<file path="config.mk">
export PLATFORM = sky130hd
export DESIGN_NAME = irqvp_core
export DESIGN_NICKNAME = d
export VERILOG_FILES = /design/src/hdl/irqvp_pkg.sv /design/src/hdl/irqvp_core.sv
export SDC_FILE = /design/constraint.sdc
export NUM_CORES = 1
export LEC_CHECK = 0
export ABC_AREA = 1
export BUFFER_PORTS_ARGS = -buffer_cell sky130_fd_sc_hd__buf_4
export CELL_PAD_IN_SITES_DETAIL_PLACEMENT = 1
export CELL_PAD_IN_SITES_GLOBAL_PLACEMENT = 2
export CORE_UTILIZATION = 24
export DETAILED_ROUTE_END_ITERATION = 10
export HOLD_SLACK_MARGIN = 0.08
export MAX_ROUTING_LAYER = met4
export PLACE_DENSITY = 0.9
export SLEW_MARGIN = 20
export SYNTH_ARGS = -nofsm -noshare
export SYNTH_HDL_FRONTEND = slang
export SYNTH_SLANG_ARGS = --single-unit
</file>
<file path="constraint.sdc">
create_clock -name CLOCK -period 3.24 [get_ports CLOCK]
set_clock_uncertainty 0.1 [all_clocks]
set_input_delay 0.972 -clock CLOCK [delete_from_list [all_inputs] [get_ports CLOCK]]
set_output_delay 0.972 -clock CLOCK [all_outputs]
set_load 0.03 [all_outputs]
</file>
<file path="src/hdl/irqvp_pkg.sv">
// Package for the interrupt enable, priority and vector core
`default_nettype none
package irqvp_pkg;

    // ------------------------------------------------------------
    // Register map (byte addresses on the bus)
    // ------------------------------------------------------------
    localparam logic [7:0] IRQ_ENABLE_MASK_OFS  = 8'hA8;
    localparam logic [7:0] IRQ_LEVEL_SELECT_OFS = 8'hB8;
    localparam logic [7:0] IRQ_SERVICE_STAT_OFS = 8'hC0;

    localparam logic [7:0] IRQ_ENABLE_MASK_RST  = 8'h00;
    localparam logic [7:0] IRQ_LEVEL_SELECT_RST = 8'h80;

    // Field positions in the enable and level registers
    localparam int GLOBAL_EN_BIT   = 7;
    localparam int LEVEL_FIXED_BIT = 7;
    localparam int SRC_EXT0        = 0;
    localparam int SRC_TIMER0      = 1;
    localparam int SRC_EXT1        = 2;
    localparam int SRC_TIMER1      = 3;
    localparam int SRC_ASYNC0      = 4;
    localparam int SRC_TIMER2      = 5;
    localparam int SRC_SYNC_SER    = 6;
    localparam int NUM_LOCAL_SRC   = 7;
    localparam int NUM_SRC         = 17;

    // Vector table
    localparam logic [15:0] RESET_VECTOR  = 16'h0000;
    localparam logic [15:0] VECTOR_BASE   = 16'h0003;
    localparam logic [15:0] VECTOR_STRIDE = 16'h0008;
    localparam logic [15:0] VECTOR_LAST   = 16'h0083;

    // Sources whose pending flag the core clears when it vectors (external inputs only in edge mode)
    localparam logic [NUM_SRC-1:0] HW_CLEAR_MASK = 17'h0000F;

    // Service nesting state
    typedef enum logic [1:0] {
        SVC_NONE,
        SVC_LOW,
        SVC_HIGH,
        SVC_BOTH
    } irqvp_svc_e;

    // Pending flags coming from the peripherals
    typedef struct packed {
        logic [NUM_SRC-1:7] upper_pend;
        logic               sync_serial_pend;
        logic               timer2_high_overflow_flag;
        logic               timer2_low_overflow_flag;
        logic               async_port0_pend;
        logic               timer1_overflow_flag;
        logic               ext_irq_input_b_pend;
        logic               timer0_overflow_flag;
        logic               ext_irq_input_a_pend;
    } irqvp_pend_s;

    // Request to the processor core
    typedef struct packed {
        logic        valid;
        logic        high_level;
        logic [4:0]  order;
        logic [15:0] vector;
    } irqvp_req_s;

endpackage
`default_nettype wire

</file>
<file path="src/hdl/irqvp_core.sv">
// Interrupt enable, priority arbitration and vector request core
//
// Local design decision: the AHB-Lite register port.
`default_nettype none
module irqvp_core #(
    parameter int ADDR_DEC_W = 8
) (
    input  wire logic                 CLOCK,        // System clock
    input  wire logic                 NRST,         // Synchronous reset, active low
    input  wire logic                 HSEL,         // AHB slave select
    input  wire logic [31:0]          HADDR,        // AHB address
    input  wire logic [1:0]           HTRANS,       // AHB transfer type
    input  wire logic                 HWRITE,       // AHB write
    input  wire logic [2:0]           HSIZE,        // AHB size
    input  wire logic [31:0]          HWDATA,       // AHB write data
    input  wire logic                 HREADY,       // AHB bus ready
    output logic                      HREADYOUT,    // AHB slave ready
    output logic [31:0]               HRDATA,       // AHB read data
    output logic                      HRESP,        // AHB response
    input  wire irqvp_pkg::irqvp_pend_s PEND,       // Peripheral pending flags
    input  wire logic [16:7]          UPPER_ENABLE, // Enables of sources 7..16
    input  wire logic [16:7]          UPPER_LEVEL,  // Levels of sources 7..16
    input  wire logic [1:0]           EXT_EDGE_MODE,// External inputs edge mode
    output irqvp_pkg::irqvp_req_s     REQ,          // Vector request to the core
    input  wire logic                 VEC_ACK,      // Core takes the vector
    input  wire logic                 SVC_RETURN,   // Core returns from service
    output logic [16:0]               CLEAR_PEND    // Flag clear pulse
);
    import irqvp_pkg::*;

    initial begin
        if (ADDR_DEC_W < 8 || ADDR_DEC_W > 32) begin
            $error("ADDR_DEC_W must lie between 8 and 32");
        end
    end

    // ------------------------------------------------------------
    // Helper functions
    // ------------------------------------------------------------
    function automatic logic [4:0] first_set(input logic [NUM_SRC-1:0] v);
        logic [4:0] idx;
        idx = 5'h00;
        for (int i = NUM_SRC - 1; i >= 0; i--) begin
            if (v[i]) begin
                idx = 5'(i);
            end
        end
        return idx;
    endfunction

    function automatic logic [15:0] vector_of(input logic [4:0] order);
        return VECTOR_BASE + (16'(order) << 3);
    endfunction

    // ------------------------------------------------------------
    // AHB-Lite slave
    // ------------------------------------------------------------
    logic        wr_pend_r;
    logic [7:0]  wr_addr_r;
    logic [7:0]  enable_r;
    logic [7:0]  enable_nxt;
    logic [6:0]  level_r;
    logic [6:0]  level_nxt;
    logic [31:0] rdata_r;
    logic        addr_ph;
    logic [7:0]  rd_addr;
    irqvp_svc_e  svc_r;
    irqvp_svc_e  svc_nxt;

    assign addr_ph   = HSEL && HREADY && HTRANS[1];
    assign rd_addr   = HADDR[7:0];
    assign HREADYOUT = 1'b1;
    assign HRESP     = 1'b0;
    assign HRDATA    = rdata_r;

    always_ff @(posedge CLOCK) begin
        if (!NRST) begin
            wr_pend_r <= 1'b0;
            wr_addr_r <= 8'h00;
        end else if (HREADY) begin
            wr_pend_r <= addr_ph && HWRITE && (HADDR[1:0] == 2'h0) &&
                         ((HADDR & ((32'h1 << ADDR_DEC_W) - 32'h1) & 32'hFFFF_FF00)
                          == 32'h0000_0000);
            wr_addr_r <= HADDR[7:0];
        end
    end

    always_comb begin
        enable_nxt = enable_r;
        level_nxt  = level_r;
        if (wr_pend_r && wr_addr_r == IRQ_ENABLE_MASK_OFS) begin
            enable_nxt = HWDATA[7:0];
        end
        if (wr_pend_r && wr_addr_r == IRQ_LEVEL_SELECT_OFS) begin
            level_nxt = HWDATA[6:0];
        end
    end

    always_ff @(posedge CLOCK) begin
        if (!NRST) begin
            enable_r <= IRQ_ENABLE_MASK_RST;
            level_r  <= IRQ_LEVEL_SELECT_RST[6:0];
        end else begin
            enable_r <= enable_nxt;
            level_r  <= level_nxt;
        end
    end

    // Read data is built in the address phase from the next values
    always_ff @(posedge CLOCK) begin
        if (!NRST) begin
            rdata_r <= 32'h0000_0000;
        end else if (addr_ph && !HWRITE) begin
            unique case (rd_addr)
                IRQ_ENABLE_MASK_OFS:  rdata_r <= {24'h000000, enable_nxt};
                IRQ_LEVEL_SELECT_OFS: rdata_r <= {24'h000000, 1'b1, level_nxt};
                IRQ_SERVICE_STAT_OFS: rdata_r <= {8'h00, REQ.vector, 6'h00, svc_nxt};
                default:              rdata_r <= 32'h0000_0000;
            endcase
        end
    end

    // ------------------------------------------------------------
    // Enables and levels per source
    // ------------------------------------------------------------
    logic [NUM_SRC-1:0] pend;
    logic [NUM_SRC-1:0] src_en;
    logic [NUM_SRC-1:0] src_hi;
    logic [NUM_SRC-1:0] active;

    assign pend = {PEND.upper_pend, PEND.sync_serial_pend,
                   PEND.timer2_high_overflow_flag | PEND.timer2_low_overflow_flag,
                   PEND.async_port0_pend, PEND.timer1_overflow_flag,
                   PEND.ext_irq_input_b_pend, PEND.timer0_overflow_flag,
                   PEND.ext_irq_input_a_pend};

    assign src_en[SRC_SYNC_SER] = enable_r[SRC_SYNC_SER];
    assign src_en[SRC_TIMER2]   = enable_r[SRC_TIMER2];
    assign src_en[SRC_ASYNC0]   = enable_r[SRC_ASYNC0];
    assign src_en[SRC_TIMER1]   = enable_r[SRC_TIMER1];
    assign src_en[SRC_EXT1]     = enable_r[SRC_EXT1];
    assign src_en[SRC_TIMER0]   = enable_r[SRC_TIMER0];
    assign src_en[SRC_EXT0]     = enable_r[SRC_EXT0];
    assign src_en[16:7]         = UPPER_ENABLE;

    assign src_hi[SRC_SYNC_SER] = level_r[SRC_SYNC_SER];
    assign src_hi[SRC_TIMER2]   = level_r[SRC_TIMER2];
    assign src_hi[SRC_ASYNC0]   = level_r[SRC_ASYNC0];
    assign src_hi[SRC_TIMER1]   = level_r[SRC_TIMER1];
    assign src_hi[SRC_EXT1]     = level_r[SRC_EXT1];
    assign src_hi[SRC_TIMER0]   = level_r[SRC_TIMER0];
    assign src_hi[SRC_EXT0]     = level_r[SRC_EXT0];
    assign src_hi[16:7]         = UPPER_LEVEL;

    // Global enable overrides every individual mask
    assign active = pend & src_en & {NUM_SRC{enable_r[GLOBAL_EN_BIT]}};

    // ------------------------------------------------------------
    // Arbitration
    // ------------------------------------------------------------
    logic [NUM_SRC-1:0] act_hi;
    logic [NUM_SRC-1:0] act_lo;
    logic               high_ok;
    logic               low_ok;
    logic               req_valid;
    logic               req_high;
    logic [4:0]         req_order;

    assign act_hi  = active & src_hi;
    assign act_lo  = active & ~src_hi;
    // A high routine blocks everything; a low one blocks only low
    assign high_ok = |act_hi && (svc_r == SVC_NONE || svc_r == SVC_LOW);
    assign low_ok  = |act_lo && svc_r == SVC_NONE;

    always_comb begin
        req_valid = high_ok || low_ok;
        req_high  = high_ok;
        req_order = high_ok ? first_set(act_hi) : first_set(act_lo);
    end

    // Decoded afresh on every clock
    always_ff @(posedge CLOCK) begin
        if (!NRST) begin
            REQ <= '{valid: 1'b0, high_level: 1'b1, order: 5'h00,
                     vector: RESET_VECTOR};
        end else begin
            REQ.valid      <= req_valid && !VEC_ACK;
            REQ.high_level <= req_high;
            REQ.order      <= req_order;
            REQ.vector     <= vector_of(req_order);
        end
    end

    // ------------------------------------------------------------
    // Service nesting
    // ------------------------------------------------------------
    logic ack_ok;

    assign ack_ok = VEC_ACK && REQ.valid;

    always_comb begin
        svc_nxt = svc_r;
        if (ack_ok) begin
            svc_nxt = REQ.high_level ? ((svc_r == SVC_LOW) ? SVC_BOTH : SVC_HIGH)
                                     : SVC_LOW;
        end else if (SVC_RETURN) begin
            unique case (svc_r)
                SVC_NONE: svc_nxt = SVC_NONE;
                SVC_LOW:  svc_nxt = SVC_NONE;
                SVC_HIGH: svc_nxt = SVC_NONE;
                SVC_BOTH: svc_nxt = SVC_LOW;
            endcase
        end
    end

    always_ff @(posedge CLOCK) begin
        if (!NRST) begin
            svc_r <= SVC_NONE;
        end else begin
            svc_r <= svc_nxt;
        end
    end

    // Only the flags in the clear mask are wiped; the rest is software's job
    always_ff @(posedge CLOCK) begin
        if (!NRST) begin
            CLEAR_PEND <= 17'h00000;
        end else begin
            CLEAR_PEND <= '0;
            if (ack_ok && HW_CLEAR_MASK[REQ.order] &&
                !(REQ.order == 5'(SRC_EXT0) && !EXT_EDGE_MODE[0]) &&
                !(REQ.order == 5'(SRC_EXT1) && !EXT_EDGE_MODE[1])) begin
                CLEAR_PEND[REQ.order] <= 1'b1;
            end
        end
    end

    // ------------------------------------------------------------
    // Assertions
    // ------------------------------------------------------------
    logic [NUM_SRC-1:0] lower_mask;

    always_comb begin
        lower_mask = '0;
        for (int i = 0; i < NUM_SRC; i++) begin
            if (5'(i) < REQ.order) begin
                lower_mask[i] = 1'b1;
            end
        end
    end
endmodule
`default_nettype wire

</file>
==> results of run 1 <==
-- final cells by class --
type / instances / area [um2] / share of cell area [%]
inverter: 46 / 173 / 3.83
timing repair buffer: 111 / 833 / 18.5
clock buffer: 9 / 225 / 5.00
tap: 176 / 220 / 4.89
sequential: 66 / 1320 / 29.3
clock inverter: 7 / 77.6 / 1.72
multi-input combinational: 329 / 1650 / 36.7
-- routing by layer --
layer	vias up	wire [um]	part of all wire (%)	track usage, %
met1	1553	4610	45	17.7
met2	106	4870	48	25.5
li1	1672	-	-	-
met4	0	123	1.2	4.63
met3	10	556	5.5	3.07
met5	-	0	0	-
-- final timing paths --
kind                                                 from                        end  depth (start not counted)
worst max-delay path                              PEND[5]                       flop                         10
worst min-delay path            wr_addr_r[0]$_SDFFE_PN0P_  wr_addr_r[0]$_SDFFE_PN0P_                          2
worst max register to register     wr_pend_r$_SDFFE_PN0P_     HRDATA[1]$_SDFFE_PN0P_                          7
worst min register to register  wr_addr_r[0]$_SDFFE_PN0P_  wr_addr_r[0]$_SDFFE_PN0P_                          2
-- synthesized netlist by cell type (all sizes together) (2+ instances only) --
master   n  area share (%)
mux2i    5             1.5
o31ai    2            0.44
o211ai   2            0.44
buf     40             9.0
nor3     7             1.2
a31oi    4            0.74
inv     46             5.1
nand4   31             7.9
a21oi   25             4.0
nor2    68             8.1
nand3   24             3.9
nand2   93              10
o21ai   25             4.0
clkbuf   6            0.67
o22ai    8             1.5
conb     2            0.22
dfxtp   66              39
-- report_power, final --
part / switching [uW] / internal [uW] / leakage (uW)
clock: 385 / 602 / 0.000146
combinational: 99.2 / 60.3 / 0.00149
sequential: 4.82 / 820 / 0.000534
total: 489 / 1480 / 0.00217
-- worst min-delay path, cell delays in order (launching register included) --
cell and delay, ps:
dfxtp_1 300, inv_1 60, a21oi_1 60
-- flip-flops by register name, indices dropped and copies added, names as in the netlist, named ones only --
signal	cells
REQ	8
svc_r	2
wr_pend_r	1
wr_addr_r	8
enable_r	8
level_r	7
CLEAR_PEND	17
HRDATA	14
-- cells by family after synthesis --
| logic type | share of synthesized area (%) |
|---|---|
| other | 0.222 |
| muxes | 1.48 |
| AOI/OAI and AO/OA | 12.1 |
| DFF | 39.1 |
| and+or+nand+nor | 32.3 |
| buffers and inverters | 14.8 |
-- per-stage QoR --
stage                     cell area, um2  power, uW  hold WS (ps)  setup slack, ps  std cells
final                               4500       1970           357              852        744
after floorplan                     3480        945           329              893        487
after CTS                           4500       1990           362              848        744
after global placement              4200        999           341              573        728
after detailed placement            4200       1000           354              513        728
after global routing                4500       2040           382              648        744
==> results.md, run 1 <==
- Ratio of cells with drive above 1 in the final layout: 26.9%
- Number of synthesized flops with an enable pin: 0
- WP data required: 3350 ps
- Cell row count: 42
- Ys Warns: 0
- Layout fillers: 1664
- Initial core utilization: 25.0%
- CTS max path bufs: 2
- Buf/Inv on CP: 1
- CP endpoint kind: flop
- Post-DR vias/cell: 4.49
- Post-Syn Instances: 461
- Clock Latency Late Sink: 330 ps
- Die span in y: 121 um
- CP cell instances: buf_4 -> or2_1 -> nand4_1 -> nand2_1 -> nor2_2 -> nand4_4 -> o21ai_4 -> nand3_1 -> a21oi_2 -> nor3_1
- HPWL after DPL: 8180 um
- HP Class: reg -> reg
- Final Util: 33.4%
- CTS tree: built
- Post-cts hold buffer count: 0
- Clk pin slew, worst setup/hold paths: 60 ps
- H-tree depth: 3
- Crit Path Max Fanout: 6
- Final Hold Fails: 0
- Pin count of the biggest net entering global routing: 38
- Slew headroom: 55.0%
- Register area share after synthesis: 39.1%
- Post-CTS setup buffer count: 0
- Max stage delay on crit path: 240 ps
- Chip width: 121 um
- Synthesized area: 3380 um2
- Vias in the first global route: 3478
- First-pass GRT wire length: 16600 um
- Outcome: complete, no violations
- Routed Antenna Nets: 0
- Leading cell type in the layout, fill and taps excluded: buf_4
- CP max stage cell: or2_1
- CP Launch Type: input port
- Most frequent cells in the layout: buf_4, nand2_1, dfxtp_1
- Total grt overflow: 0
- Core area: 13500 um2
- DRC Markers: 0
- Leak pwr: 0.00217 uW
- CTS resizes: 0
- F_max: 419 MHz
- Synth Register Bits: 66
- Largest delay share family, worst path: simple AND/OR/NAND/NOR gates
- Yosys cell types: 37
- TritonRoute pass-1 iters: 4
- Final Slew Violations: 0
- CTS Buf Count: 9
- Initial antenna violation count: 0
- RSZ-0062 raised after global routing: false
- Final TNS setup: 0 ps
- CTS Sinks: 66
- Vias: 3341
- RD Place Congestion: 0.816
- Final setup fails: 0
- Slew @ Worst Pin: 675 ps
- Synth Flop Type: dfxtp_1
- Port bufs: 109
- CP arrival: 2500 ps
- Power per Cell Area: 438 nW/um2
- VDD IR max: 257 uV
- Tcrit/Tclk final: 73.7%
- Routed WL: 10200 um
- Antenna diodes: 0
- Starting DRT DRC Count: 114
- Max_cap viols: 0
- Die area: 14600 um2
- DR WL/cell: 13.7 um
- FF-to-FF setup slack: 1000 ps
- Asr flop ratio synth: 0%
- GRT Util Overall: 15.0%
- P&R area growth vs syn: 33.3%
- Minimum clock period: 2390 ps
- IO Pins: 190
- Average size of a mapped cell: 7.33 um2
- Kind of critical path: in -> reg
- Final #Nets: 679
- Clock Tree Root: clkbuf_16
Note: power is estimated with default switching activity, not from simulation.
==> run 2: changes to the inputs <==
- CORE_UTILIZATION: 24 -> 20
- PLACE_DENSITY: 0.9 -> 0.8
- clock period: 3.24 -> 2 ns (I/O delays scaled with it)
==> run 2 against run 1 <==
  * Sequential share of layout area down 2.5 points
  * Flip-flop and latch count unchanged
  * Global-route usage down 2.3 points
  * Non-clock buffer count is 30 higher
  * Total power is 73% higher
  * Register-to-register slack lost 910 ps
  * Clock-buffer cell count up 1
  * Sequential power rose by 62%
  * Hold slack better by 2.1 ps
  * Combinational power up 69%
  * Via count up 2.8%
  * Critical path type unchanged
  * Largest cell class unchanged
==> results.md, run 2 (synthesis gave the netlist of run 1 again) <==
- Final Slew Violations: 0 (unchanged)
- Ratio of cells with drive above 1 in the final layout: 32.6% (+5.7 points)
- Max_cap viols: 0 (unchanged)
- P&R area growth vs syn: 46.4%
- Power per Cell Area: 689 nW/um2 (+58%)
- CP Launch Type: input port
- Kind of critical path: in -> reg
- CTS Buf Count: 9 (unchanged)
- Antenna diodes: 0 (unchanged)
- Final setup fails: 0 (unchanged)
- Core area: 16500 um2 (+22%)
- TritonRoute pass-1 iters: 4 (unchanged)
- Routed Antenna Nets: 0 (unchanged)
- Tcrit/Tclk final: 96.5%
- Dpl ws: -269 ps (-781 ps)
- Vias in the first global route: 3564 (+2.5%)
- CTS Sinks: 66 (unchanged)
- Die area: 17400 um2 (+20%)
- CTS max path bufs: 2 (unchanged)
- RSZ-0062 raised after global routing: true
- Minimum clock period: 1930 ps
- RD Place Congestion: 0.782 (-4.1%)
- DR WL/cell: 12.8 um (-6.0%)
- Clk pin slew, worst setup/hold paths: 60 ps (about the same)
- Pin count of the biggest net entering global routing: 32 (-16%)
- Max reg flops: 17 (unchanged)
- Post-cts hold buffer count: 0 (unchanged)
- Cell row count: 47 (+12%)
- Final #Nets: 709 (+4.4%)
- CP endpoint kind: flop
- Final Hold Fails: 0 (unchanged)
- Placed instance area: 4490 um2 (+6.9%)
- IO Pins: 190 (unchanged)
- H-tree depth: 3 (unchanged)
- Port bufs: 109 (unchanged)
- GRT Util Overall: 12.7% (-2.3 points)
- Final WS setup: 69.9 ps (-782 ps)
- Initial antenna violation count: 0 (unchanged)
- HPWL after DPL: 8700 um (+6.5%)
- Most frequent cells in the layout: buf_4, nand2_1, dfxtp_1
- Vias: 3435 (+2.8%)
- DRC Markers: 0 (unchanged)
- CTS tree: built
- Total grt overflow: 0 (unchanged)
- HP Class: in -> reg
- Starting DRT DRC Count: 112 (-1.8%)
- First-pass GRT wire length: 17200 um (+3.4%)
- Final Instance Area: 4950 um2 (+9.8%)
- WHS: 359 ps (+2.09 ps)
- Initial core utilization: 20.4% (-4.6 points)
- WP data required: 2110 ps (-1240 ps)
- Crit Path Max Fanout: 4 (-2)
- Leading cell type in the layout, fill and taps excluded: buf_4
- F_max: 518 MHz
- Routed WL: 10500 um (+3.3%)
- CP arrival: 2040 ps (-460 ps)
- Clock Latency Late Sink: 330 ps (about the same)
- Post-DR vias/cell: 4.20 (-6.5%)
- Outcome: complete, no violations
- VDD IR max: 391 uV (+52%)
- Leak pwr: 0.00235 uW (+8.0%)
- Chip width: 132 um (+9.4%)
- Largest Register: CLEAR_PEND
- Clock Tree Root: clkbuf_16
- Die span in y: 132 um (+9.4%)
-- run 2: cell count changes in the layout (fill, tap and decap cells not counted), moves of 3 or more --
| cell | before | now |
|---|---|---|
| nand2_1 | 93 | 88 |
| nor2_1 | 63 | 60 |
| nand2_2 | 0 | 5 |
| buf_4 | 111 | 138 |
-- run 2: path summary, 6_finish.rpt --
path                        startpoint                   endpoint  slack [ps]  cells past startpoint
max reg2reg     enable_r[7]$_SDFF_PN0_         REQ[17]$_SDFF_PN0_          90                     11
min reg2reg  wr_addr_r[0]$_SDFFE_PN0P_  wr_addr_r[0]$_SDFFE_PN0P_         360                      2
min                            VEC_ACK         REQ[22]$_SDFF_PN0_         360                      2
max                            PEND[5]         REQ[17]$_SDFF_PN0_          70                     11
-- run 2: metal layers --
metal	global-route usage [%]	vias to the layer above	wire length (um)
met4	3.88	0	119
met2	22.3	117	5220
met1	14.5	1571	4580
li1	-	1736	-
met5	-	-	0
met3	2.50	11	581
-- run 2: cell type report --
| class | instances | area (um2) |
|---|---|---|
| fill | 2032 | 11600 |
| multi-input combinational | 329 | 1740 |
| sequential | 66 | 1330 |
| timing repair buffer | 141 | 1090 |
| tap | 220 | 275 |
| clock buffer | 10 | 229 |
| inverter | 46 | 173 |
| clock inverter | 6 | 114 |
-- run 2: stage by stage --
stage / power, uW / setup TNS [ps] / utilization [%] / instances
6_report: 3410 / 0 / 29.9 / 818
5_1_grt: 3530 / -64.2 / 29.9 / 818
4_1_cts: 3460 / 0 / 29.3 / 816
3_5_place_dp: 1630 / -1580 / 27.2 / 800
3_3_place_gp: 1630 / -1240 / 27.2 / 800
2_1_floorplan: 1530 / 0 / - / 487
-- run 2: what timing repair did --
action | 4_1_cts | 5_1_grt
endpoints found under the setup margin | 1 | 7
setup buffers | 0 | 2
gates resized for setup | 1 | 21
pin swaps | 0 | 13
-- run 2: worst max-delay path: stages --
cell      delay, ps
buf_4           100
or2_1           240
nand4_1         120
nand2_2         100
nor2_4          120
nand4_4         140
o21ai_4         230
buf_4           140
nor2_1           50
o211ai_1         80
a21oi_1         100
-- run 2: where the power goes --
group          leakage, uW  internal (uW)  switching, uW
logic              0.00165            104            167
registers         0.000535           1330           9.62
clock network     0.000159           1220            580
total              0.00235           2650            756
==> run 3: changes to the inputs <==
- ABC_AREA: 1 -> not set
- CORE_UTILIZATION: 20 -> 22
- PLACE_DENSITY: 0.8 -> 0.81
==> run 3 against run 2 <==
  * The flow now finishes with violations (setup timing)
  * Flip-flop and latch count did not move
  * Clock power barely moved
  * Fmax down 6.0%
  * Synthesized area grew 8.0%
  * Sequential power hardly changed
  * Clock-buffer cell count unchanged
==> results.md, run 3 <==
- F_max: 487 MHz (-6.0%)
- Synth Register Bits: 66 (unchanged)
- Die area: 17100 um2 (-1.8%)
- Overall power: 3480 uW (+1.9%)
- Power per Cell Area: 617 nW/um2 (-11%)
- Worst hold path startpoint: VEC_ACK
- Tcrit/Tclk final: 103% (+6.2 points)
- Max_cap viols: 0 (unchanged)
- Leading cell type in the layout, fill and taps excluded: buf_4
- Number of synthesized flops with an enable pin: 0 (unchanged)
- Port bufs: 109 (unchanged)
- Final Util: 35.1% (+5.2 points)
- Final WS setup: -53.4 ps (-123 ps)
- Final Slew Violations: 0 (unchanged)
- Outcome: complete, but fails checks
- Hold depth: 2 (unchanged)
- FF-to-FF path depth: 6 (-5)
- Most frequent cells in the layout: buf_4, dfxtp_1, nand2_1
- Ratio of cells with drive above 1 in the final layout: 40.3% (+7.7 points)
- RSZ-0062 raised after global routing: true
- Antenna diodes: 0 (unchanged)
- CP max stage cell: or4b_4
- Sink of the worst hold path: REQ[22]$_SDFF_PN0_
- HPWL after DPL: 9900 um (+14%)
- Max reg flops: 17 (unchanged)
- First-pass GRT wire length: 20100 um (+17%)
- Failing checks: setup timing
- Crit Path Max Fanout: 8 (+4)
- Initial antenna violation count: 0 (unchanged)
- Average size of a mapped cell: 8.37 um2 (+14%)
- CP arrival: 2170 ps (+130 ps)
- GRT Util Overall: 15.7% (+3.0 points)
- Core area: 16100 um2 (-2.8%)
- Final TNS setup: -119 ps (-119 ps)
- Asr flop ratio synth: 0% (unchanged)
- CP endpoint kind: flop
- DRC Markers: 0 (unchanged)
- Dominant cells by area after synthesis: dfxtp_1, buf_4, mux2i_1, nand2_1, nor2_1
- CP Launch Type: flop
- TritonRoute pass-1 iters: 4 (unchanged)
- Post-cts hold buffer count: 0 (unchanged)
- Cell row count: 46 (-2.1%)
- RD Place Congestion: 0.802 (+2.5%)
- Largest area contributor in the netlist: dfxtp_1
- DR WL/cell: 15.6 um (+22%)
- Synth Flop Type: dfxtp_1
- Final setup fails: 4 (+4)
- Max stage delay on crit path: 560 ps (+320 ps)
- Synth top cells by count: dfxtp_1, nand2_1, nor2_1
- Register area share after synthesis: 36.2% (-2.9 points)
- CTS max path bufs: 2 (unchanged)
- Clock Tree Root: clkbuf_16
- Vias in the first global route: 3986 (+12%)
- WP data required: 2120 ps (about the same)
- Final Hold Fails: 0 (unchanged)
- Synth top area share: 36.2% (-2.9 points)
- Vias: 3880 (+13%)
- Worst r2r src: enable_r[7]$_SDFF_PN0_
- Largest Register: CLEAR_PEND
- Post-DR vias/cell: 4.71 (+12%)
- Cell with the most instances after synthesis: dfxtp_1
- CP cell instances: and4b_1 -> or4b_4 -> nor3_4 -> a31o_1 -> o211a_1 -> and4b_1
- Minimum clock period: 2050 ps (+123 ps)
- HP Class: in -> reg
- Most used cell, CP: and4b_1
- FF-to-FF setup slack: -50 ps (-140 ps)
- Kind of critical path: reg -> reg
- Dpl ws: -397 ps (-128 ps)
- Pin count of the biggest net entering global routing: 28 (-13%)
- Die span in y: 131 um (-0.88%)
- CTS Sinks: 66 (unchanged)
- IO Pins: 190 (unchanged)
- Starting DRT DRC Count: 139 (+24%)
- Leak pwr: 0.00240 uW (+2.1%)
- Chip width: 131 um (-0.88%)
- CTS tree: built
- P&R area growth vs syn: 54.4%
- VDD IR max: 441 uV (+13%)
- Synthesized area: 3650 um2 (+8.0%)
- Routed Antenna Nets: 0 (unchanged)
- Ys Warns: 0 (unchanged)
- Initial core utilization: 22.7% (+2.3 points)
- Routed WL: 12900 um (+23%)
- CTS Buf Count: 9 (unchanged)
- Post-Syn Instances: 436 (-5.4%)
- Yosys cell types: 54 (+46%)
- H-tree depth: 3 (unchanged)
- Clock Latency Late Sink: 330 ps (about the same)
- Clk pin slew, worst setup/hold paths: 60 ps (about the same)
- Total grt overflow: 0 (unchanged)
- Final #Nets: 720 (+1.6%)
==> run 3: cell types whose count changed after synthesis, moves of 8 or more <==
cell,before,now
a31oi_1,4,12
nand4b_1,0,10
o211ai_1,2,14
nand2_1,93,45
inv_1,44,7
o2111ai_1,0,9
nor2b_1,0,15
a21boi_0,0,8
nor2_1,63,39
nand4_2,9,0
a21oi_1,22,14
clkbuf_1,6,15
mux2i_1,5,19
==> run 3: worst max path at each step <==
stage / start / cells after the start / slack (ps) / to
6_report: enable_r[7]$_SDFF_PN0_ / 6 / -50 / flop
5_1_grt: enable_r[7]$_SDFF_PN0_ / 8 / -140 / flop
4_1_cts: wr_addr_r[1]$_SDFFE_PN0P_ / 7 / -80 / HRDATA[7]$_SDFFE_PN0P_
3_5_place_dp: UPPER_ENABLE[12] / 7 / -400 / flop
3_3_place_gp: UPPER_ENABLE[12] / 7 / -370 / flop
2_1_floorplan: UPPER_LEVEL[12] / 6 / -150 / flop
==> run 3: worst max-delay path: cells and delay by family, from the launching register on <==
kind	cells	cell delay, ps
flip-flops	1	380
AO/OA/AOI/OAI	2	350
AND/OR/NAND/NOR	4	1120
==> run 3: logic make-up after synthesis <==
group | share of synthesized area, %
simple gates | 29.4
compound gates | 17.5
flops | 36.2
buf+inv | 11.2
mux | 5.52
other cells | 0.206
==> run 3: cell type report <==
cell class                      count  area [um2]
Fill cell                        1868       10400
Multi-Input combinational cell    332        2240
Timing Repair Buffer              187        1430
Sequential cell                    66        1330
Tap cell                          216         270
Clock buffer                       10         239
Clock inverter                      5         103
Inverter                            8        30.0
==> run 3: through the flow <==
| step | hold slack, ps | area (um2) | cells |
|---|---|---|---|
| floorplan | 360 | 3750 | 462 |
| global placement | 349 | 5000 | 800 |
| detailed placement | 356 | 5000 | 800 |
| CTS | 325 | 5460 | 817 |
| global route | 327 | 5640 | 824 |
| finish | 332 | 5640 | 824 |
==> run 3: power by group <==
group | internal [uW] | total [uW] | switching (uW)
logic | 132 | 325 | 192
registers | 1330 | 1340 | 11.7
clock network | 1240 | 1810 | 570
total | 2700 | 3480 | 774
==> run 3: timing repair <==
action                     CTS  global route
gates cloned                 1             0
gates resized for setup     30            23
buffers inserted             2             7
setup endpoints to repair   17            16
hold endpoints to repair     0             0
pin swaps                   15            16
==> run 3: per-layer routing <==
metal	track usage, %	vias up	share of wire [%]
li1	-	1867	-
met3	2.77	13	3.8
met1	18.0	1883	44
met2	27.7	117	51
met5	-	-	0
met4	4.94	0	1.3
